**src/design/pwfe_pkg.sv**
```systemverilog
// Shared constants for the program word fetch and execute block.
// Assumes two external storage units that answer a start with a done pulse.
`default_nettype none

package pwfe_pkg;

  localparam int WORD_W  = 48;
  localparam int INSTR_W = 24;
  localparam int ADDR_W  = 15;
  localparam int UNIT_W  = 14;
  localparam int DES_W   = 3;
  localparam int OP_W    = 6;
  localparam int SHIFT_W = 7;

  // Field positions within the upper half of the program control register; LOW_HI tops the lower half
  localparam int OP_HI   = 47;
  localparam int OP_LO   = 42;
  localparam int DES_HI  = 41;
  localparam int DES_LO  = 39;
  localparam int BASE_HI = 38;
  localparam int BASE_LO = 24;
  localparam int LOW_HI  = 23;

  // Index designators
  localparam logic [2:0] DES_NONE     = 3'h0;
  localparam logic [2:0] DES_IDX_LO   = 3'h1;
  localparam logic [2:0] DES_IDX_HI   = 3'h6;
  localparam logic [2:0] DES_INDIRECT = 3'h7;

  // Jump conditions on the accumulator
  localparam logic [2:0] J_ZERO    = 3'h0;
  localparam logic [2:0] J_NONZERO = 3'h1;
  localparam logic [2:0] J_POS     = 3'h2;
  localparam logic [2:0] J_NEG     = 3'h3;

  // Operation codes handled by this block
  localparam logic [5:0] OP_SHIFT_A  = 6'h01;
  localparam logic [5:0] OP_SHIFT_AQ = 6'h03;
  localparam logic [5:0] OP_LOAD_A   = 6'h0a;
  localparam logic [5:0] OP_ADD      = 6'h0c;
  localparam logic [5:0] OP_LOAD_Q   = 6'h0e;
  localparam logic [5:0] OP_AND_Q    = 6'h0f;
  localparam logic [5:0] OP_STORE_A  = 6'h10;
  localparam logic [5:0] OP_JUMP_A   = 6'h12;
  localparam logic [5:0] OP_ENT_IDX  = 6'h28;
  localparam logic [5:0] OP_JUMP     = 6'h3d;

  localparam logic [47:0] WORD_RST = 48'h0;
  localparam logic [14:0] ADDR_RST = 15'h0;
  localparam logic [14:0] ADDR_ONE = 15'h1;

  typedef enum logic [2:0] {
    PWFE_FETCH_REQ  = 3'h0,
    PWFE_FETCH_WAIT = 3'h1,
    PWFE_DECODE     = 3'h3,
    PWFE_ADDR_MOD   = 3'h2,
    PWFE_OPER_REQ   = 3'h6,
    PWFE_OPER_WAIT  = 3'h7,
    PWFE_EXEC       = 3'h5,
    PWFE_NEXT       = 3'h4
  } pwfe_state_e;

endpackage : pwfe_pkg

`default_nettype wire

```
**src/design/pwfe_core.sv**
```systemverilog
// Control sequencing: fetch a two-instruction program word, run upper then lower.
// Assumes storage units give one done pulse per start, reads and writes alike.
`default_nettype none

// Overview of operation
// - Two storage units split odd/even addresses
// - Instruction: opcode, designator, base address
// - Upper 24 bits upper instruction
// - Six index registers modify addresses
// - Program address fetches word into control
// - Upper first; lower unless jump taken
// - Lower half moved up before execution
// - Base to aux, index to buffer, add
// - Low bit picks unit, rest addresses
// - Fetch: upper 14 bits to unit
// - Add: read operand, add to accumulator
// - Enter index via aux and buffer
// - Each unit read through own rank
// - Write data held in register
// - Accumulator adds operand, shifts, combined shift
// - Auxiliary register ANDs operand, shifts
// - Buffer carries index transfers
// - Designator zero unmodified, seven indirect
module pwfe_core (
  input  wire logic        core_clk,
  input  wire logic        rst,
  input  wire logic [47:0] even_rdata,
  input  wire logic        even_done,
  input  wire logic [47:0] odd_rdata,
  input  wire logic        odd_done,
  output logic      [13:0] even_storage_addr_reg,
  output logic      [13:0] odd_storage_addr_reg,
  output logic             even_start,
  output logic             odd_start,
  output logic             even_write,
  output logic             odd_write,
  output logic      [47:0] write_data_reg,
  output logic      [47:0] accumulator,
  output logic      [47:0] aux_arith_reg,
  output logic      [14:0] program_addr,
  output logic      [47:0] program_control_reg,
  output logic             instr_done
);

  pwfe_pkg::pwfe_state_e state_r;
  pwfe_pkg::pwfe_state_e state_nxt;

  logic [14:0] aux_program_control_reg;
  logic [14:0] addr_buf_r;
  logic [47:0] operand_r;
  logic        lower_pending_r;
  logic        indirect_done_r;
  logic [14:0] index_r [0:7];

  logic [5:0]  op;
  logic [2:0]  desig;
  logic [14:0] base;
  logic        needs_read;
  logic        is_write;
  logic        indirect_ok;
  logic        jump_taken;
  logic        mem_req;
  logic        mem_write;
  logic [14:0] mem_addr;
  logic [47:0] rd_word;
  logic        rd_done;
  logic [6:0]  shift_cnt;
  logic [95:0] aq_shifted;

  assign op    = program_control_reg[pwfe_pkg::OP_HI:pwfe_pkg::OP_LO];
  assign desig = program_control_reg[pwfe_pkg::DES_HI:pwfe_pkg::DES_LO];
  assign base  = program_control_reg[pwfe_pkg::BASE_HI:pwfe_pkg::BASE_LO];

  assign shift_cnt  = aux_program_control_reg[pwfe_pkg::SHIFT_W-1:0];
  assign aq_shifted = $signed({accumulator, aux_arith_reg}) >>> shift_cnt;

  assign needs_read = (op == pwfe_pkg::OP_ADD) || (op == pwfe_pkg::OP_LOAD_A)
                   || (op == pwfe_pkg::OP_LOAD_Q) || (op == pwfe_pkg::OP_AND_Q);
  assign is_write   = (op == pwfe_pkg::OP_STORE_A);

  always_comb begin
    jump_taken = 1'b0;
    if (op == pwfe_pkg::OP_JUMP) begin
      jump_taken = 1'b1;
    end else if (op == pwfe_pkg::OP_JUMP_A) begin
      unique case (desig)
        pwfe_pkg::J_ZERO:    jump_taken = (accumulator == pwfe_pkg::WORD_RST);
        pwfe_pkg::J_NONZERO: jump_taken = (accumulator != pwfe_pkg::WORD_RST);
        pwfe_pkg::J_POS:     jump_taken = !accumulator[pwfe_pkg::WORD_W-1];
        pwfe_pkg::J_NEG:     jump_taken = accumulator[pwfe_pkg::WORD_W-1];
        default:             jump_taken = 1'b0;
      endcase
    end
  end

  // Storage request: fetch uses the program address, operands the aux register
  assign mem_req   = (state_r == pwfe_pkg::PWFE_FETCH_REQ)
                  || (state_r == pwfe_pkg::PWFE_OPER_REQ);
  assign mem_write = (state_r == pwfe_pkg::PWFE_OPER_REQ) && is_write && indirect_ok;
  assign mem_addr  = (state_r == pwfe_pkg::PWFE_FETCH_REQ) ? program_addr
                                                           : aux_program_control_reg;

  // True once indirection, if any, has been resolved; a jump condition never indirects
  assign indirect_ok = (desig != pwfe_pkg::DES_INDIRECT) || indirect_done_r
                    || (op == pwfe_pkg::OP_JUMP_A);

  pwfe_storage_sel u_sel (
    .core_clk              (core_clk),
    .rst                   (rst),
    .req                   (mem_req),
    .req_write             (mem_write),
    .req_addr              (mem_addr),
    .even_rdata            (even_rdata),
    .even_done             (even_done),
    .odd_rdata             (odd_rdata),
    .odd_done              (odd_done),
    .even_storage_addr_reg (even_storage_addr_reg),
    .odd_storage_addr_reg  (odd_storage_addr_reg),
    .even_start            (even_start),
    .odd_start             (odd_start),
    .even_write            (even_write),
    .odd_write             (odd_write),
    .rd_word               (rd_word),
    .rd_done               (rd_done)
  );

  always_comb begin
    state_nxt = state_r;
    unique case (state_r)
      pwfe_pkg::PWFE_FETCH_REQ:  state_nxt = pwfe_pkg::PWFE_FETCH_WAIT;
      pwfe_pkg::PWFE_FETCH_WAIT: begin
        if (rd_done) begin
          state_nxt = pwfe_pkg::PWFE_DECODE;
        end
      end
      pwfe_pkg::PWFE_DECODE:     state_nxt = pwfe_pkg::PWFE_ADDR_MOD;
      pwfe_pkg::PWFE_ADDR_MOD: begin
        if (!indirect_ok || needs_read || is_write) begin
          state_nxt = pwfe_pkg::PWFE_OPER_REQ;
        end else begin
          state_nxt = pwfe_pkg::PWFE_EXEC;
        end
      end
      pwfe_pkg::PWFE_OPER_REQ:   state_nxt = pwfe_pkg::PWFE_OPER_WAIT;
      pwfe_pkg::PWFE_OPER_WAIT: begin
        if (rd_done && !indirect_ok) begin
          state_nxt = pwfe_pkg::PWFE_ADDR_MOD;
        end else if (rd_done) begin
          state_nxt = pwfe_pkg::PWFE_EXEC;
        end
      end
      pwfe_pkg::PWFE_EXEC: begin
        state_nxt = jump_taken ? pwfe_pkg::PWFE_FETCH_REQ : pwfe_pkg::PWFE_NEXT;
      end
      pwfe_pkg::PWFE_NEXT: begin
        state_nxt = lower_pending_r ? pwfe_pkg::PWFE_DECODE : pwfe_pkg::PWFE_FETCH_REQ;
      end
    endcase
  end

  always_ff @(posedge core_clk) begin
    if (rst) begin
      state_r <= pwfe_pkg::PWFE_FETCH_REQ;
    end else begin
      state_r <= state_nxt;
    end
  end

  always_ff @(posedge core_clk) begin
    if (rst) begin
      program_control_reg <= pwfe_pkg::WORD_RST;
      lower_pending_r     <= 1'b0;
    end else if (state_r == pwfe_pkg::PWFE_FETCH_WAIT && rd_done) begin
      program_control_reg <= rd_word;
      lower_pending_r     <= 1'b1;
    end else if (state_r == pwfe_pkg::PWFE_NEXT && lower_pending_r) begin
      program_control_reg <= {program_control_reg[pwfe_pkg::LOW_HI:0],
                              pwfe_pkg::WORD_RST[pwfe_pkg::LOW_HI:0]};
      lower_pending_r     <= 1'b0;
    end
  end

  always_ff @(posedge core_clk) begin
    if (rst) begin
      program_addr <= pwfe_pkg::ADDR_RST;
    end else if (state_r == pwfe_pkg::PWFE_EXEC && jump_taken) begin
      program_addr <= aux_program_control_reg;
    end else if (state_r == pwfe_pkg::PWFE_NEXT && !lower_pending_r) begin
      program_addr <= program_addr + pwfe_pkg::ADDR_ONE;
    end
  end

  always_ff @(posedge core_clk) begin
    if (rst) begin
      aux_program_control_reg <= pwfe_pkg::ADDR_RST;
    end else if (state_r == pwfe_pkg::PWFE_DECODE) begin
      aux_program_control_reg <= base;
    end else if (state_r == pwfe_pkg::PWFE_ADDR_MOD && op != pwfe_pkg::OP_ENT_IDX) begin
      aux_program_control_reg <= aux_program_control_reg + addr_buf_r;
    end else if (state_r == pwfe_pkg::PWFE_OPER_WAIT && rd_done && !indirect_ok) begin
      aux_program_control_reg <= rd_word[pwfe_pkg::ADDR_W-1:0];
    end
  end

  always_ff @(posedge core_clk) begin
    if (rst) begin
      addr_buf_r <= pwfe_pkg::ADDR_RST;
    end else if (state_r == pwfe_pkg::PWFE_DECODE) begin
      // Jump condition field is not an index designator
      addr_buf_r <= (op == pwfe_pkg::OP_ENT_IDX || op == pwfe_pkg::OP_JUMP_A)
                    ? pwfe_pkg::ADDR_RST : index_r[desig];
    end else if (state_r == pwfe_pkg::PWFE_ADDR_MOD && op == pwfe_pkg::OP_ENT_IDX) begin
      addr_buf_r <= aux_program_control_reg;
    end else if (state_r == pwfe_pkg::PWFE_OPER_WAIT && rd_done) begin
      addr_buf_r <= pwfe_pkg::ADDR_RST;
    end
  end

  always_ff @(posedge core_clk) begin
    if (rst) begin
      indirect_done_r <= 1'b0;
    end else if (state_r == pwfe_pkg::PWFE_DECODE) begin
      indirect_done_r <= 1'b0;
    end else if (state_r == pwfe_pkg::PWFE_OPER_WAIT && rd_done) begin
      indirect_done_r <= 1'b1;
    end
  end

  genvar g;
  generate
    for (g = 0; g < 8; g++) begin : g_index
      if (g >= pwfe_pkg::DES_IDX_LO && g <= pwfe_pkg::DES_IDX_HI) begin : g_reg
        always_ff @(posedge core_clk) begin
          if (rst) begin
            index_r[g] <= pwfe_pkg::ADDR_RST;
          end else if (state_r == pwfe_pkg::PWFE_EXEC && op == pwfe_pkg::OP_ENT_IDX
                       && desig == 3'(g)) begin
            index_r[g] <= addr_buf_r;
          end
        end
      end else begin : g_none
        assign index_r[g] = pwfe_pkg::ADDR_RST;
      end
    end
  endgenerate

  always_ff @(posedge core_clk) begin
    if (rst) begin
      operand_r <= pwfe_pkg::WORD_RST;
    end else if (state_r == pwfe_pkg::PWFE_OPER_WAIT && rd_done && indirect_ok) begin
      operand_r <= rd_word;
    end
  end

  always_ff @(posedge core_clk) begin
    if (rst) begin
      write_data_reg <= pwfe_pkg::WORD_RST;
    end else if (state_r == pwfe_pkg::PWFE_ADDR_MOD && is_write) begin
      write_data_reg <= accumulator;
    end
  end

  always_ff @(posedge core_clk) begin
    if (rst) begin
      accumulator <= pwfe_pkg::WORD_RST;
    end else if (state_r == pwfe_pkg::PWFE_EXEC) begin
      unique case (op)
        pwfe_pkg::OP_ADD:      accumulator <= accumulator + operand_r;
        pwfe_pkg::OP_LOAD_A:   accumulator <= operand_r;
        pwfe_pkg::OP_SHIFT_A:  accumulator <= $signed(accumulator) >>> shift_cnt;
        pwfe_pkg::OP_SHIFT_AQ: accumulator <= aq_shifted[95:48];
        default:               accumulator <= accumulator;
      endcase
    end
  end

  always_ff @(posedge core_clk) begin
    if (rst) begin
      aux_arith_reg <= pwfe_pkg::WORD_RST;
    end else if (state_r == pwfe_pkg::PWFE_EXEC) begin
      unique case (op)
        pwfe_pkg::OP_AND_Q:    aux_arith_reg <= aux_arith_reg & operand_r;
        pwfe_pkg::OP_LOAD_Q:   aux_arith_reg <= operand_r;
        pwfe_pkg::OP_SHIFT_AQ: aux_arith_reg <= aq_shifted[47:0];
        default:               aux_arith_reg <= aux_arith_reg;
      endcase
    end
  end

  always_ff @(posedge core_clk) begin
    if (rst) begin
      instr_done <= 1'b0;
    end else begin
      instr_done <= (state_r == pwfe_pkg::PWFE_EXEC);
    end
  end

endmodule : pwfe_core

`default_nettype wire

```
**src/design/pwfe_storage_sel.sv**
```systemverilog
// Storage unit steering: picks the even or odd unit by the address low bit.
// Assumes each unit holds its read word valid while its done pulse is high.
`default_nettype none

module pwfe_storage_sel (
  input  wire logic        core_clk,
  input  wire logic        rst,
  input  wire logic        req,
  input  wire logic        req_write,
  input  wire logic [14:0] req_addr,
  input  wire logic [47:0] even_rdata,
  input  wire logic        even_done,
  input  wire logic [47:0] odd_rdata,
  input  wire logic        odd_done,
  output logic      [13:0] even_storage_addr_reg,
  output logic      [13:0] odd_storage_addr_reg,
  output logic             even_start,
  output logic             odd_start,
  output logic             even_write,
  output logic             odd_write,
  output logic      [47:0] rd_word,
  output logic             rd_done
);

  logic        odd_sel;
  logic [47:0] even_read_rank;
  logic [47:0] odd_read_rank;

  assign odd_sel = req_addr[0];

  always_ff @(posedge core_clk) begin
    if (rst) begin
      even_storage_addr_reg <= 14'h0;
      odd_storage_addr_reg  <= 14'h0;
    end else if (req && !odd_sel) begin
      even_storage_addr_reg <= req_addr[pwfe_pkg::ADDR_W-1:1];
    end else if (req && odd_sel) begin
      odd_storage_addr_reg <= req_addr[pwfe_pkg::ADDR_W-1:1];
    end
  end

  always_ff @(posedge core_clk) begin
    if (rst) begin
      even_start <= 1'b0;
      odd_start  <= 1'b0;
      even_write <= 1'b0;
      odd_write  <= 1'b0;
    end else begin
      even_start <= req && !odd_sel;
      odd_start  <= req && odd_sel;
      even_write <= req && !odd_sel && req_write;
      odd_write  <= req && odd_sel && req_write;
    end
  end

  assign even_read_rank = even_rdata;
  assign odd_read_rank  = odd_rdata;
  assign rd_word = odd_done ? odd_read_rank : even_read_rank;
  assign rd_done = even_done || odd_done;

endmodule : pwfe_storage_sel

`default_nettype wire

```
**config.mk**
```make
export PLATFORM = sky130hd
export DESIGN_NAME = pwfe_core
export DESIGN_NICKNAME = d
export VERILOG_FILES = /design/src/design/pwfe_pkg.sv /design/src/design/pwfe_core.sv /design/src/design/pwfe_storage_sel.sv
export SDC_FILE = /design/constraint.sdc
export NUM_CORES = 2
export LEC_CHECK = 0
export BUFFER_PORTS_ARGS = -buffer_cell sky130_fd_sc_hd__buf_4
export CAP_MARGIN = 40
export CORE_MARGIN = 1
export CORE_UTILIZATION = 50
export DETAILED_ROUTE_END_ITERATION = 8
export PLACE_DENSITY_LB_ADDON = 0.2
export SLEW_MARGIN = 10
export SYNTH_ARGS = -nofsm -noshare
export SYNTH_HDL_FRONTEND = slang
export SYNTH_HIERARCHICAL = 1
export SYNTH_SLANG_ARGS = --single-unit
export TNS_END_PERCENT = 1
```
**constraint.sdc**
```tcl
create_clock -name core_clk -period 3 [get_ports core_clk]
set_clock_uncertainty 0.15 [all_clocks]
set_input_delay 0.15 -clock core_clk [delete_from_list [all_inputs] [get_ports core_clk]]
set_output_delay 0.15 -clock core_clk [all_outputs]
set_load 0.01 [all_outputs]
```
; Word-level counts from Yosys, hierarchy flattened
; Cells that the tools add are included.
[totals]
register_bits = 413
output_inout_bits = 240
[op_classes]
addsub = 3
magnitude_cmp = 1
eq_ne = 27
n_shift = 2
muxes = 30
bitwise = 3
n_reduce_logical = 53
[op_table]
columns = operator, count
row1 = 48-bit case mux with 4 select lines, 1
row2 = 15-bit two-way mux, 12
row3 = 48-bit two-way mux, 3
row4 = 48-bit case mux with 3 select lines, 1
row5 = 96-bit by 7-bit >>> shifter with 96-bit output, 1
row6 = 48-bit adder, 1
row7 = 48-bit AND, 1
row8 = 48-bit logical NOT, 1
row9 = 48-bit nonzero test, 1
row10 = 48-bit by 7-bit >>> shifter with 48-bit output, 1
row11 = 15-bit binary-select mux with 3-bit select, 1
row12 = "6-bit by 4-bit == test with 1-bit output, second input constant", 4
row13 = 1-bit logical AND, 24
row14 = 3-bit case mux with 8 select lines, 1
row15 = "3-bit == test, second input constant", 7
row16 = "15-bit by 1-bit adder with 15-bit output, second input constant", 1
row17 = 15-bit adder, 1
row18 = "3-bit by 2-bit == test with 1-bit output, second input constant", 4
row19 = "6-bit by 5-bit == test with 1-bit output, second input constant", 2
row20 = "6-bit == test, second input constant", 2
row21 = 3-bit two-way mux, 4
row22 = 1-bit logical OR, 10
row23 = 3-bit nonzero test, 3
row24 = 2-bit AND reduction, 4
row25 = other kinds (17), 28

; Logic depth before layout (Yosys ltp)
[logic_depth]
word_depth = 8
mapped_depth = 14
mapped_depth_nobuf = 12

; By module
; The synthesis kept the hierarchy.
[by_module_without_submodules]
columns = module, n_inst, cells_each, area_each_um2
row1 = pwfe_core, 1, 3591, 27088.5
row2 = pwfe_storage_sel, 1, 172, 1888.1

; Worst setup path before layout
; OpenSTA, ideal clock, no wires.
[synth_timing]
path_type = flip-flop to flip-flop
startpoint = register accumulator[0]
endpoint = register accumulator[38]
setup_ns = 0.114
arrival_ns = 3.016
t_required_ns = 2.736
slack_ns = -0.281
path_stages_with_launch = 12
n_path_buf = 0
cell_sequence = dfxtp_1 -> ha_1 -> fa_1 -> a211oi_1 -> o21ai_2 -> a41oi_4 -> o22ai_2 -> o21ai_2 -> o211ai_2 -> a221oi_4 -> xor2_1 -> a2111oi_0
[synth_via]
elab_chain_len = 2
[synth_lines]
columns = element, line_no
row1 = "start, declared", pwfe_core.sv:38  ; output logic [47:0] accumulator,
row2 = "start signal, assigned", pwfe_core.sv:265  ; accumulator <= pwfe_pkg::WORD_RST;
row3 = "start signal, assigned", pwfe_core.sv:268  ; pwfe_pkg::OP_ADD: accumulator <= accumulator + operand_r;
row4 = "start signal, assigned", pwfe_core.sv:269  ; pwfe_pkg::OP_LOAD_A: accumulator <= operand_r;
row5 = 48-bit adder (tied with other cells), pwfe_core.sv:268
row6 = 48-bit case mux with 4 select lines (*), pwfe_core.sv:267  ; unique case (op)
; Every way passes the cells marked *; elsewhere a longest branch is shown, timed or not.
; A chain may end at the register's enable or synchronous reset.

; Worst setup path in the final report
[layout_timing]
startpoint = register aux_program_control_reg[0]
endpoint = register aux_arith_reg[12]
[layout_via]
elab_chain_len = 2
[layout_lines]
columns = element, line_no
row1 = "start, declared", pwfe_core.sv:48  ; logic [14:0] aux_program_control_reg;
row2 = "start signal, assigned", pwfe_core.sv:195  ; aux_program_control_reg <= pwfe_pkg::ADDR_RST;
row3 = "start signal, assigned", pwfe_core.sv:197  ; aux_program_control_reg <= base;
row4 = "start signal, assigned", pwfe_core.sv:199  ; aux_program_control_reg <= aux_program_control_reg + addr_buf_r;
row5 = 96-bit by 7-bit >>> shifter with 96-bit output, pwfe_core.sv:75  ; assign aq_shifted = $signed({accumulator, aux_arith_reg}) >>> shift_cnt;
row6 = 48-bit case mux with 3 select lines, pwfe_core.sv:281  ; unique case (op)
row7 = "end signal, assigned", pwfe_core.sv:282  ; pwfe_pkg::OP_AND_Q: aux_arith_reg <= aux_arith_reg & operand_r;
row8 = "end signal, assigned", pwfe_core.sv:283  ; pwfe_pkg::OP_LOAD_Q: aux_arith_reg <= operand_r;
row9 = "end signal, assigned", pwfe_core.sv:284  ; pwfe_pkg::OP_SHIFT_AQ: aux_arith_reg <= aq_shifted[47:0];
row10 = "end, declared", pwfe_core.sv:39  ; output logic [47:0] aux_arith_reg,
; No other way between the ends.

==> impl_metrics.ini <==
[status]
status = finished with violations
violations = setup timing

[cells_and_area]
fin_cells = 5264
final_common_cell = buf_4
syn_to_final_growth_pct = 34.5
finalNetCount = 4630
final_cell_mix = 837 x buf_4, 808 x nand2_1, 407 x a21oi_1
drive_gt1_frac = 0.301
largest_reg_flops = 90
largest_register = index_r

[floorplanning]
io_pins = 340
start_util = 0.510
die_h_um = 243
die_w_um = 243
core-area_um2 = 56800
rows = 87
dieArea_um2 = 58900

[detailed_routing]
wl_mm = 137
wl_per_cell_um = 26.0
detail-route-antenna-nets = 0
route.detailed.drc = 0
drtIter0Drc = 4878
vias = 33951
dr.pass1.iters = 6
vias_per_cell = 6.45

[yosys]
ys_seq_elements = 413
synth.area.top_cells = dfxtp_1 29%, nand2_1 11%, mux4_2 7.8%
ys.flop_type = dfxtp_1
synth_edf_count = 0
synth_nets = 3927
netlist_area_um2 = 29000
ys_seq_area_frac = 0.285
netlist.area_leader.share = 0.285
avgSynthCellArea_um2 = 7.70
ys_warn_count = 6
syn_inst = 3763
synth_area_leader_cell = dfxtp_1
yosysUniqueCellTypes = 88
synthArstFlopShare = 0

[clock_tree]
clkSinkCount = 413
cts.clk_slew.worst_paths_ps = 70
htreeDepth = 2
worstSkewPairLatency_ps = 630
root_buffer = clkbuf_16
max-clock-path-buffers = 3
cts_tree = done
cts_buffers = 46

[global_routing]
grt_pass1_wl_mm = 200
grt_max_degree = 143
track_usage = 0.445
overflow = 0
antenna_found_initial = 2
grt_pass1_vias = 31436

[sta]
fin_crit_sh = 1.03
fmax_mhz = 323
worst_slew_pin_slew_ps = 929
worst_slack_ps = -98.1
period_minus_slack_ps = 3100
grt_setup_unrepaired = yes
finalHoldViolCount = 0
slew-limit-headroom = 0.379
finalSetupViolations = 27
whs_ps = 36.7
maxSlewViolCount = 0

[worst_setup_path]
path_common_cell = buf_4
startpoint_type = flop
required_ps = 3320
max_stage_delay_ps = 550
crit_fanout = 6
slowest_stage = mux4_2
crit_chain = buf_12 > buf_4 > buf_4 > mux4_2 > buf_6 > a211oi_2 > a211oi_1 > a21oi_1 > buf_4 > inv_1 > mux4_2 > nand2_1 > o21ai_0
endpoint_kind = flop
worstPathArrival_ps = 3420
crit_type = flop to flop

[place]
dp_hpwl_mm = 101
portBuffers = 339
place_ws_ps = -420
place_inst = 5050
gp_congestion = 1.05

[power_and_ir_drop]
p_sw_mw = 4.75
power_mw = 15.1
pwr-share-clk = 0.400
intPower_mw = 10.3
p_leak_nw = 15.9
pwr_density_cell_nw_per_um2 = 387
power_frac_seq = 0.382
ir_drop_mv = 0.490
sw_frac_of_total = 0.315
combPwrFrac = 0.219

[job]
maxCapViolCount = 0

[hold_path]
hold_path_class = input pin to flop
==> per-layer routing <==
| metal | track usage | part of all wire | up-vias |
|---|---|---|---|
| li1 | - | - | 14983 |
| met1 | 0.609 | 0.39 | 16067 |
| met2 | 0.662 | 0.42 | 2444 |
| met3 | 0.0983 | 0.13 | 455 |
| met4 | 0.214 | 0.056 | 2 |
| met5 | 0 | 0.00012 | - |
==> cell type report <==
class                           instances  area, um2
Antenna cell                            4       10.0
Clock buffer                           58       1260
Clock inverter                         28        339
Fill cell                            4773      17800
Inverter                               28        106
Multi-Input combinational cell       3003      20100
Sequential cell                       413       8300
Tap cell                              756        946
Timing Repair Buffer                  974       7950
==> Yosys cell counts (all sizes together), types with 59 or more instances <==
library cell and instances:
nand2 812, a21oi 420, dfxtp 413, nor2 328, clkbuf 230, o21ai 198
mux2i 161, mux2 114, mux4 100, buf 89, nor3 76, a22oi 71
o211ai 68, ha 62, nand2b 59
==> cells by family (layout without fill, tap and decap cells) <==
logic type,count (synthesis),after routing,synth area share
and+or+nand+nor,1463,1463,0.214
AOI/OAI and AO/OA,1040,1040,0.224
DFF,413,413,0.285
muxes,375,375,0.179
buffers and inverters,347,1088,0.0507
adders and majority gates,64,64,0.0282
xor gates and xnor gates,61,61,0.0184
other,0,4,0
==> metrics by stage <==
stage               area [um2]  TNS, ps  utilization
floorplan                29000    -53.5            -
global placement         35200   -10320        0.620
detailed placement       35300   -12630        0.620
CTS                      38100    -1760        0.671
global route             39000    -3810        0.686
finish                   39000    -1140        0.686
==> critical path: cells and delay by family (launching register included) <==
family	cells	cell delay, ps
buffers and inverters	6	850
DFF	1	360
AOI/OAI and AO/OA	4	500
muxes	2	1000
and+or+nand+nor	1	80
==> final timing paths <==
check | from | end | slack, ps | cells past startpoint
max reg2reg | aux_program_control_reg[0] | aux_arith_reg[12] | -100 | 13
min reg2reg | index_r[36] | index_r[36] | 310 | 2
min | odd_rdata[25] | program_control_reg[25] | 40 | 4
max | aux_program_control_reg[0] | aux_arith_reg[12] | -100 | 13
==> power groups by stage <==
stage / combinational [mW] / sequential (mW) / clock [mW]
after CTS: 3.02 / 5.75 / 6.03
after global routing: 3.42 / 5.76 / 6.28
after global placement: 2.84 / 5.87 / 0
final: 3.30 / 5.76 / 6.03
after floorplan: 1.66 / 5.84 / 0
after detailed placement: 2.85 / 5.88 / 0
==> what timing repair did <==
action                                  in CTS  in global routing
endpoints found under the setup margin      85                107
buffers inserted                             6                 18
gates cloned                                 0                  1
endpoints found under the hold margin      148                  0
pin swaps                                   16                 29
hold buffers                                99                  0
resized for setup                           69                170
Note: power is estimated with default switching activity, not from simulation.
